[config.mk]
export PLATFORM = sky130hd
export DESIGN_NAME = lsc_line_ctrl
export DESIGN_NICKNAME = d
export VERILOG_FILES = /design/src/verilog/lsc_line_ctrl.v
export VERILOG_INCLUDE_DIRS = /design/src /design/src/verilog
export SDC_FILE = /design/constraint.sdc
export NUM_CORES = 1
export LEC_CHECK = 0
export ABC_AREA = 1
export BUFFER_PORTS_ARGS = -buffer_cell sky130_fd_sc_hd__buf_2
export CAP_MARGIN = 20
export CORE_ASPECT_RATIO = 0.75
export CORE_MARGIN = 4
export CORE_UTILIZATION = 50
export CTS_CLUSTER_SIZE = 16
export DETAILED_ROUTE_END_ITERATION = 7
export PLACE_DENSITY = 0.77
export SKIP_LAST_GASP = 1
export SLEW_MARGIN = 20
export SYNTH_ARGS = -nofsm -noshare
export SYNTH_HDL_FRONTEND = slang
export SYNTH_SLANG_ARGS = --single-unit
[constraint.sdc]
create_clock -name clk_i -period 8.1 [get_ports clk_i]
set_input_delay 2.43 -clock clk_i [delete_from_list [all_inputs] [get_ports clk_i]]
set_output_delay 2.43 -clock clk_i [all_outputs]
set_load 0.005 [all_outputs]
[src/verilog/lsc_consts.vh]
`ifndef LSC_CONSTS_VH
`define LSC_CONSTS_VH
// ------------------------------------------------------------
// register byte offsets (word aligned)
// ------------------------------------------------------------
`define LSC_OFS_CTRL     8'h00
`define LSC_OFS_MASK     8'h04
`define LSC_OFS_FLAG     8'h08
`define LSC_OFS_IRQCFG   8'h0C
`define LSC_OFS_THRESH   8'h10
`define LSC_OFS_DCTERM   8'h14
`define LSC_OFS_STATUS   8'h18
// ------------------------------------------------------------
// field positions
// ------------------------------------------------------------
`define LSC_CTRL_OFFHOOK    0
`define LSC_CTRL_RESISTOR_CAL_DISABLE      1
`define LSC_CTRL_CCALD      2
`define LSC_CTRL_TIPOPEN    3
`define LSC_CTRL_RINGGND    4
`define LSC_CTRL_SETTLE_LO  5
`define LSC_IRQ_POL         6
`define LSC_IRQ_OE          7
`define LSC_TH_ENABLE       9
`define LSC_TH_SRC          10
`define LSC_TH_FLAG         11
`define LSC_TH_DIR          12
`define LSC_FLAG_POL        0
`define LSC_FLAG_TIPGND     1
// ------------------------------------------------------------
// reset values
// ------------------------------------------------------------
`define LSC_CTRL_RST    8'h50
`define LSC_IRQCFG_RST  8'h00
// ------------------------------------------------------------
// timing: figures in microseconds, clock in MHz
// ------------------------------------------------------------
`define LSC_CLK_MHZ      100
`define LSC_LAT_US       250
`define LSC_SET0_US      8000
`define LSC_SET1_US      64000
`define LSC_SET2_US      128000
`define LSC_SET3_US      512000
`define LSC_RCAL_US      17000
`define LSC_CCAL_US      256000
`define LSC_LAT_CYC      (`LSC_LAT_US * `LSC_CLK_MHZ)
`define LSC_SET0_CYC     (`LSC_SET0_US * `LSC_CLK_MHZ)
`define LSC_SET1_CYC     (`LSC_SET1_US * `LSC_CLK_MHZ)
`define LSC_SET2_CYC     (`LSC_SET2_US * `LSC_CLK_MHZ)
`define LSC_SET3_CYC     (`LSC_SET3_US * `LSC_CLK_MHZ)
`define LSC_RCAL_CYC     (`LSC_RCAL_US * `LSC_CLK_MHZ)
`define LSC_CCAL_CYC     (`LSC_CCAL_US * `LSC_CLK_MHZ)
`endif

[src/verilog/lsc_line_ctrl.v]
// Decided for this implementation: the Wishbone interface to the registers and the placing of the registers.
`timescale 1ns/100ps
`include "lsc_consts.vh"

// Summary of operation
// - offhook bit drives hookswitch, termination
// - offhook reaches line side after latency
// - settling count chosen by two-bit field
// - resistor calibration follows unless disabled
// - converter calibration follows unless disabled
// - line data held off until settled
// - detect status follows tip current sense
// - sticky tip flag, cleared by zero write
// - irq enable turns shared pin to irq
// - polarity bit selects level, open drain
// - nine enables gate sources onto pin
// - sticky flags polled and cleared by software
// - threshold compares voltage or fine current
// - direction bit picks rise or fall
// - comparison uses magnitude of signed value
// - slope bit selects 800 ohm dc slope
// - limit bit selects current limiting mode
// - min current and dc voltage fields
// - basic unit maps all ac codes but 0, 3, 4 and F to zero
// - sign change of voltage sets polarity flag, rich unit only
module lsc_line_ctrl #(
  parameter LAT_CYC  = `LSC_LAT_CYC,
  parameter SET0_CYC = `LSC_SET0_CYC,
  parameter SET1_CYC = `LSC_SET1_CYC,
  parameter SET2_CYC = `LSC_SET2_CYC,
  parameter SET3_CYC = `LSC_SET3_CYC,
  parameter RCAL_CYC = `LSC_RCAL_CYC,
  parameter CCAL_CYC = `LSC_CCAL_CYC
) (
  input  wire        clk_i,
  input  wire        rst_i,
  input  wire        ce_i,
  // wishbone slave
  input  wire        wb_cyc_i,
  input  wire        wb_stb_i,
  input  wire        wb_we_i,
  input  wire [7:0]  wb_adr_i,
  input  wire [3:0]  wb_sel_i,
  input  wire [31:0] wb_dat_i,
  output reg  [31:0] wb_dat_o,
  output reg         wb_ack_o,
  // line side
  input  wire        rich_unit_i,
  input  wire        tip_current_i,
  input  wire [7:0]  line_voltage_reading_i,
  input  wire [7:0]  fine_loop_current_reading_i,
  output reg         line_offhook_o,
  output reg         resistor_cal_o,
  output reg         converter_cal_o,
  output reg         line_data_enable_o,
  output wire        tip_relay_open_o,
  output wire        ring_ground_control_o,
  output wire        dc_slope_select_o,
  output wire        current_limit_mode_o,
  output wire [1:0]  min_loop_current_select_o,
  output wire [1:0]  dc_voltage_adjust_o,
  output reg  [3:0]  ac_termination_select_o,
  // shared analog/irq pin, open drain in irq mode
  output wire        analog_or_irq_pin_o,
  output wire        analog_or_irq_pin_oe_o,
  output wire        analog_out_enable_o
);

  // ----------------------------------------------------------
  // sequencer states
  // ----------------------------------------------------------
  localparam [2:0] ST_ONHOOK = 3'h0;
  localparam [2:0] ST_LAT    = 3'h1;
  localparam [2:0] ST_SETTLE = 3'h2;
  localparam [2:0] ST_RCAL   = 3'h3;
  localparam [2:0] ST_CCAL   = 3'h4;
  localparam [2:0] ST_READY  = 3'h5;

  // ----------------------------------------------------------
  // registers
  // ----------------------------------------------------------
  reg  [7:0]  ctrl_r;        // hook, cal disables, relays, settle
  reg  [7:0]  mask_r;        // interrupt enables
  reg  [7:0]  flag_r;        // sticky interrupt flags
  reg  [7:0]  irqcfg_r;      // pin mode and polarity
  reg  [7:0]  th_value_r;    // threshold magnitude
  reg         th_en_r;       // threshold interrupt enable
  reg         th_src_r;      // 0 voltage, 1 fine current
  reg         th_dir_r;      // 0 rise above, 1 fall below
  reg         th_flag_r;     // sticky threshold flag
  reg  [9:0]  dcterm_r;      // dc and ac termination fields
  reg  [2:0]  state_r;       // sequencer state
  reg  [26:0] cnt_r;         // phase down-counter
  // synchronisers for pin-side inputs
  reg  [1:0]  tip_s_r;
  reg  [7:0]  lv_s1_r;
  reg  [7:0]  lv_s2_r;
  reg  [7:0]  lc_s1_r;
  reg  [7:0]  lc_s2_r;
  reg  [1:0]  rich_s_r;
  reg         tip_prev_r;    // for current-onset edge
  reg         sign_prev_r;   // for voltage polarity edge
  reg         above_prev_r;  // last comparator result

  // ----------------------------------------------------------
  // helpers
  // ----------------------------------------------------------
  // magnitude of a signed 8-bit reading, saturated at 127
  function [7:0] mag8;
    input [7:0] v;
    begin
      if (v[7]) begin
        mag8 = (v == 8'h80) ? 8'h7F : (~v + 8'h01);
      end else begin
        mag8 = v;
      end
    end
  endfunction

  // settle-count lookup
  function [26:0] settle_cyc;
    input [1:0] sel;
    begin
      case (sel)
        2'h0:    settle_cyc = SET0_CYC[26:0];
        2'h1:    settle_cyc = SET1_CYC[26:0];
        2'h2:    settle_cyc = SET2_CYC[26:0];
        default: settle_cyc = SET3_CYC[26:0];
      endcase
    end
  endfunction

  // ----------------------------------------------------------
  // decode and comparator
  // ----------------------------------------------------------
  wire        wb_req     = wb_cyc_i & wb_stb_i & ~wb_ack_o;
  wire        wb_wr      = wb_req & wb_we_i & wb_sel_i[0] & ce_i;
  wire        wr_ctrl    = wb_wr & (wb_adr_i == `LSC_OFS_CTRL);
  wire        wr_mask    = wb_wr & (wb_adr_i == `LSC_OFS_MASK);
  wire        wr_flag    = wb_wr & (wb_adr_i == `LSC_OFS_FLAG);
  wire        wr_irqcfg  = wb_wr & (wb_adr_i == `LSC_OFS_IRQCFG);
  wire        wr_thresh  = wb_wr & (wb_adr_i == `LSC_OFS_THRESH);
  wire        wr_th_hi   = wr_thresh & wb_sel_i[1];
  wire        wr_dcterm  = wb_wr & (wb_adr_i == `LSC_OFS_DCTERM);
  wire        tip_det    = tip_s_r[1];
  wire        tip_rise   = tip_det & ~tip_prev_r;
  wire        sign_chg   = lv_s2_r[7] ^ sign_prev_r;
  wire [7:0]  meas_mag   = mag8(th_src_r ? lc_s2_r : lv_s2_r);
  wire        above      = meas_mag > th_value_r;
  // crossing in the chosen direction, rich unit only
  wire        th_hit     = rich_s_r[1] &
                           (th_dir_r ? (above_prev_r & ~above)
                                     : (~above_prev_r & above));
  wire [1:0]  settle_sel = ctrl_r[`LSC_CTRL_SETTLE_LO +: 2];

  // ----------------------------------------------------------
  // interrupt pin
  // ----------------------------------------------------------
  wire irq_any = (|(flag_r & mask_r)) | (th_flag_r & th_en_r);
  wire irq_oe  = irqcfg_r[`LSC_IRQ_OE];
  wire irq_pol = irqcfg_r[`LSC_IRQ_POL];
  // open drain: drive the active level only while a source is pending,
  // released otherwise so the board resistor holds the idle level
  assign analog_or_irq_pin_o    = irq_pol;
  assign analog_or_irq_pin_oe_o = irq_oe & irq_any;
  assign analog_out_enable_o    = ~irq_oe;

  // ----------------------------------------------------------
  // relay and termination outputs
  // ----------------------------------------------------------
  assign tip_relay_open_o          = ctrl_r[`LSC_CTRL_TIPOPEN];
  assign ring_ground_control_o     = ctrl_r[`LSC_CTRL_RINGGND];
  assign dc_slope_select_o         = dcterm_r[0];
  assign current_limit_mode_o      = dcterm_r[1];
  assign min_loop_current_select_o = dcterm_r[3:2];
  assign dc_voltage_adjust_o       = dcterm_r[5:4];

  // basic unit honours only four ac codes
  always @* begin
    ac_termination_select_o = dcterm_r[9:6];
    if (!rich_s_r[1]) begin
      case (dcterm_r[9:6])
        4'h0, 4'h3, 4'h4, 4'hF: ac_termination_select_o = dcterm_r[9:6];
        default:                ac_termination_select_o = 4'h0;
      endcase
    end
  end

  // ----------------------------------------------------------
  // input synchronisers
  // ----------------------------------------------------------
  always @(posedge clk_i) begin
    if (rst_i) begin
      tip_s_r  <= 2'h0;
      rich_s_r <= 2'h0;
      lv_s1_r  <= 8'h00;
      lv_s2_r  <= 8'h00;
      lc_s1_r  <= 8'h00;
      lc_s2_r  <= 8'h00;
    end else if (ce_i) begin
      tip_s_r  <= {tip_s_r[0], tip_current_i};
      rich_s_r <= {rich_s_r[0], rich_unit_i};
      lv_s1_r  <= line_voltage_reading_i;
      lv_s2_r  <= lv_s1_r;
      lc_s1_r  <= fine_loop_current_reading_i;
      lc_s2_r  <= lc_s1_r;
    end
  end

  // ----------------------------------------------------------
  // software registers and sticky flags
  // ----------------------------------------------------------
  always @(posedge clk_i) begin
    if (rst_i) begin
      ctrl_r       <= `LSC_CTRL_RST;
      mask_r       <= 8'h00;
      flag_r       <= 8'h00;
      irqcfg_r     <= `LSC_IRQCFG_RST;
      th_value_r   <= 8'h00;
      th_en_r      <= 1'b0;
      th_src_r     <= 1'b0;
      th_dir_r     <= 1'b0;
      th_flag_r    <= 1'b0;
      dcterm_r     <= 10'h000;
      tip_prev_r   <= 1'b0;
      sign_prev_r  <= 1'b0;
      above_prev_r <= 1'b0;
    end else if (ce_i) begin
      tip_prev_r   <= tip_det;
      sign_prev_r  <= lv_s2_r[7];
      above_prev_r <= above;
      if (wr_ctrl)   ctrl_r     <= wb_dat_i[7:0];
      if (wr_mask)   mask_r     <= wb_dat_i[7:0];
      if (wr_irqcfg) irqcfg_r   <= wb_dat_i[7:0];
      if (wr_thresh) th_value_r <= wb_dat_i[7:0];
      if (wr_th_hi) begin
        th_en_r  <= wb_dat_i[`LSC_TH_ENABLE];
        th_src_r <= wb_dat_i[`LSC_TH_SRC];
        th_dir_r <= wb_dat_i[`LSC_TH_DIR];
      end
      if (wr_dcterm) dcterm_r <= wb_dat_i[9:0];
      // writing zero clears a flag; a same-cycle event wins
      flag_r[`LSC_FLAG_POL] <= (flag_r[`LSC_FLAG_POL] &
                                ~(wr_flag & ~wb_dat_i[`LSC_FLAG_POL])) |
                               (sign_chg & rich_s_r[1]);
      flag_r[`LSC_FLAG_TIPGND] <= (flag_r[`LSC_FLAG_TIPGND] &
                                   ~(wr_flag & ~wb_dat_i[`LSC_FLAG_TIPGND])) |
                                  tip_rise;
      // remaining sources live elsewhere; bits only clear here
      if (wr_flag) flag_r[7:2] <= flag_r[7:2] & wb_dat_i[7:2];
      th_flag_r <= (th_flag_r & ~(wr_th_hi & ~wb_dat_i[`LSC_TH_FLAG])) |
                   th_hit;
    end
  end

  // ----------------------------------------------------------
  // off-hook sequencer
  // ----------------------------------------------------------
  always @(posedge clk_i) begin
    if (rst_i) begin
      state_r            <= ST_ONHOOK;
      cnt_r              <= 27'h0000000;
      line_offhook_o     <= 1'b0;
      resistor_cal_o     <= 1'b0;
      converter_cal_o    <= 1'b0;
      line_data_enable_o <= 1'b0;
    end else if (ce_i) begin
      if (!ctrl_r[`LSC_CTRL_OFFHOOK]) begin
        // on-hook: no loop current, abandon any phase
        state_r            <= ST_ONHOOK;
        line_offhook_o     <= 1'b0;
        resistor_cal_o     <= 1'b0;
        converter_cal_o    <= 1'b0;
        line_data_enable_o <= 1'b0;
      end else begin
        case (state_r)
          ST_ONHOOK: begin
            state_r <= ST_LAT;
            cnt_r   <= LAT_CYC[26:0] - 27'h1;
          end
          ST_LAT: begin
            if (cnt_r == 27'h0) begin
              line_offhook_o <= 1'b1;
              state_r        <= ST_SETTLE;
              cnt_r          <= settle_cyc(settle_sel) - 27'h1;
            end else cnt_r <= cnt_r - 27'h1;
          end
          ST_SETTLE: begin
            if (cnt_r == 27'h0) begin
              line_data_enable_o <= 1'b1;
              if (!ctrl_r[`LSC_CTRL_RESISTOR_CAL_DISABLE]) begin
                state_r        <= ST_RCAL;
                resistor_cal_o <= 1'b1;
                cnt_r          <= RCAL_CYC[26:0] - 27'h1;
              end else if (!ctrl_r[`LSC_CTRL_CCALD]) begin
                state_r         <= ST_CCAL;
                converter_cal_o <= 1'b1;
                cnt_r           <= CCAL_CYC[26:0] - 27'h1;
              end else begin
                state_r <= ST_READY;
              end
            end else cnt_r <= cnt_r - 27'h1;
          end
          ST_RCAL: begin
            if (cnt_r == 27'h0) begin
              resistor_cal_o <= 1'b0;
              if (!ctrl_r[`LSC_CTRL_CCALD]) begin
                state_r         <= ST_CCAL;
                converter_cal_o <= 1'b1;
                cnt_r           <= CCAL_CYC[26:0] - 27'h1;
              end else begin
                state_r <= ST_READY;
              end
            end else cnt_r <= cnt_r - 27'h1;
          end
          ST_CCAL: begin
            if (cnt_r == 27'h0) begin
              converter_cal_o <= 1'b0;
              state_r         <= ST_READY;
            end else cnt_r <= cnt_r - 27'h1;
          end
          ST_READY: state_r <= ST_READY;   // hold until on-hook
          default:  state_r <= ST_ONHOOK;  // stray code restarts cleanly
        endcase
      end
    end
  end

  // ----------------------------------------------------------
  // wishbone answer: one wait-free ack, read data registered
  // ----------------------------------------------------------
  always @(posedge clk_i) begin
    if (rst_i) begin
      wb_ack_o <= 1'b0;
      wb_dat_o <= 32'h00000000;
    end else if (ce_i) begin
      wb_ack_o <= wb_req;
      if (wb_req) begin
        case (wb_adr_i)
          `LSC_OFS_CTRL:   wb_dat_o <= {24'h000000, ctrl_r};
          `LSC_OFS_MASK:   wb_dat_o <= {24'h000000, mask_r};
          `LSC_OFS_FLAG:   wb_dat_o <= {24'h000000, flag_r};
          `LSC_OFS_IRQCFG: wb_dat_o <= {24'h000000, irqcfg_r};
          `LSC_OFS_THRESH: wb_dat_o <= {19'h00000, th_dir_r, th_flag_r, th_src_r,
                                        th_en_r, 1'b0, th_value_r};
          `LSC_OFS_DCTERM: wb_dat_o <= {22'h000000, dcterm_r};
          `LSC_OFS_STATUS: wb_dat_o <= {24'h000000, 1'b0, state_r, irq_any,
                                        line_data_enable_o, line_offhook_o,
                                        tip_det};
          default:         wb_dat_o <= 32'h00000000;
        endcase
      end
    end
  end

endmodule

==> impl_metrics.ini <==
[clock_tree]
clk_pin_slew_worst_paths_ns = 0.06
max-clock-path-buffers = 2
cts_buffers = 17
ctsHtreeMaxLevel = 4
cts_tree = done
cts_root_buf = clkbuf_16
post_cts_buffers = 0
insertion_delay_ns = 0.43
holdBufCountCts = 0
cts_resized = 0
clock_sinks = 141

[flow_run]
cap_violations = 0

[finish]
antenna_cells = 0
syn_to_final_growth_pct = 13.1
drive_above_1_share_pct = 10.6
n_fill_cell = 1469
num-nets-final = 1342

[sta]
setup_viol = 0
max_freq_mhz = 187
tns_ns = 0
rsz0062_at_grt = no
finClkSkew_ns = 0.00595
max-slew-margin-rel_pct = 47.5
period_minus_slack_ns = 5.36
setup_ws_ns = 2.74
finalHoldViolCount = 0
fin_crit_sh_pct = 66.2
drv_slew = 0
worst_slew_pin_slew_ns = 0.787

[worst_setup_path]
crit_fanout = 45
cp-start-kind = input port
cp_cell_sequence = buf_2 > buf_4 > inv_2 > nor2_1 > nand3_1 > inv_2 > nand3_4 > nor2_2 > inv_1 > o21ai_0 > a21oi_1
critical_path.max_stage_delay_ns = 0.57
cp.arrival_ns = 5.67
end_kind = register
crit_buf_inv = 5
cpMaxStageDelayCell = nor2_2
crit_type = in2reg
cp.depth = 11
reg2reg_from = th_src_r$_SDFFE_PP0P_
cp_common_cell = inv_2
crit_family = simple AND/OR/NAND/NOR gates
startpoint = ce_i
cp_data_required_time_ns = 8.41
ff2ff_path_depth = 19

[floorplan]
ios = 120
rows = 39
dieArea_sq_um = 17700
start_util_pct = 51.2
coreArea_sq_um = 15300
fp.dieH_um = 116
dieWidth_um = 152

[place]
dp_slack_ns = 2.40
gp_congestion = 0.954
dpl.hpwl_um = 16400
place.port_buffers = 79

[synthesis]
synthTopCellsByCount = nand2_1, nor2_1, dfxtp_1, inv_1, o21ai_0
yosys-top-cells-area = dfxtp_1, nand2_1, nor2_1
postSynth.asyncResetShare_pct = 0
syn_avg_cell_area_sq_um = 6.53
synth_ff_type = dfxtp_1
yosysSeqAreaShare_pct = 36.1
synth_seq_cells = 141
netlist.area_leader.share_pct = 36.1
synth_warnings = 0
mappedNetlistArea_sq_um = 7820
synth_edf_count = 0
syn_inst = 1198
yosysTopAreaCell = dfxtp_1
post-synth-top-count-cell = nand2_1
synth_cell_types = 39

[route]
drtIter0Drc = 936
vias_per_cell = 5.44
vias = 8015
first_pass_iters = 6
detail_route.wl_per_cell_um = 15.5
ant_nets = 0
drc = 0
finalWirelength_um = 22800

[hold_path]
hold-path-cell-count = 2
hp-class = reg2reg
holdCritStartpoint = tip_prev_r$_SDFFE_PP0P_

[global_routing]
grt_pass1_vias = 7224
grt_pass1_wl_um = 36900
overflow = 0
grt_max_degree = 91
grt_usage_pct = 25.7
antenna_found_initial = 0

[power_and_ir_drop]
ir_worst_vdd_v = 0.000152
total_leakage_power_nw = 4.14
cellPowerDensity_nw_per_um2 = 187

[run_status]
status = finished clean
[layout make-up]
type                            count  area [sq um]  area share [%]
Sequential cell                   141          2820            31.9
Multi-Input combinational cell    869          4180            47.2
Tap cell                          205           256            2.90
Timing Repair Buffer               83           425            4.81
Clock buffer                       20           447            5.05
Clock inverter                     12           184            2.08
Inverter                          143           537            6.07
[flip-flops by register name, summed over array words and instances (netlist names), 3 cells and up]
name,flops
lc_s1_r,8
cnt_r,27
mask_r,8
lv_s2_r,8
lv_s1_r,8
wb_dat_o,13
state_r,3
ctrl_r,8
dcterm_r,10
th_value_r,8
irqcfg_r,8
lc_s2_r,8
flag_r,8
[through the flow]
stage	utilization (%)	instances	cell area [sq um]	total power [W]	hold WS [ns]
2_1_floorplan	-	1216	7890	0.000802	0.436
4_1_cts	57.9	1473	8850	0.00166	0.456
3_5_place_dp	53.8	1441	8220	0.000830	0.447
5_1_grt	57.9	1473	8850	0.00171	0.478
3_3_place_gp	53.8	1441	8220	0.000827	0.434
6_report	57.9	1473	8850	0.00166	0.456
[cell families after synthesis]
| family | share of synthesized area, % |
|---|---|
| AOI/OAI and AO/OA | 19.2 |
| xor gates and xnor gates | 1.34 |
| adders and majority gates | 3.04 |
| buffers and inverters | 11.4 |
| DFF | 36.1 |
| muxes | 0.384 |
| other | 0.0479 |
| and+or+nand+nor | 28.5 |
[cells in the final DEF (no fill, tap or decap), types with 4 or more instances in the layout]
master	instances
clkinv_1	4
xor2_1	10
a211oi_1	8
ha_1	19
nand3_1	68
clkbuf_16	17
nand2_1	244
o21ai_1	9
buf_2	79
inv_1	135
o22ai_1	8
nor2_1	181
o21ai_0	129
o211ai_1	12
nor3_1	5
dfxtp_1	141
conb_1	19
nand4_1	12
nor2_4	5
inv_2	4
bufinv_16	4
a21oi_1	110
or2_2	5
buf_4	4
[per-layer routing]
layer	up-vias	track usage (%)	share of wire [%]
li1	3973	-	-
met2	397	38.0	40
met1	3613	37.0	47
met5	-	0	0
met4	0	6.88	1.4
met3	32	7.19	11
[worst register-to-register path, delay by kind of cell, from the launching register on]
family / cells / cell delay, ns
AOI/OAI and AO/OA: 6 / 0.70
adders and majority gates: 2 / 0.54
buffers and inverters: 1 / 0.20
DFF: 1 / 0.58
and+or+nand+nor: 10 / 1.30
[worst paths after layout]
check | end | slack [ns]
worst max-delay path | dcterm_r[9]$_SDFFE_PP0P_ | 2.74
worst min-delay path | tip_prev_r$_SDFFE_PP0P_ | 0.46
worst max register to register | th_flag_r$_SDFFE_PP0P_ | 4.65
worst min register to register | tip_prev_r$_SDFFE_PP0P_ | 0.46
[where the power goes]
part | internal [W] | leakage, nW | total (W) | switching [W]
Clock | 0.000527 | 0.302 | 0.000838 | 0.000312
Combinational | 0.0000338 | 2.70 | 0.000101 | 0.0000674
Sequential | 0.000708 | 1.15 | 0.000716 | 0.00000733
(Power assumes the default switching activity.)
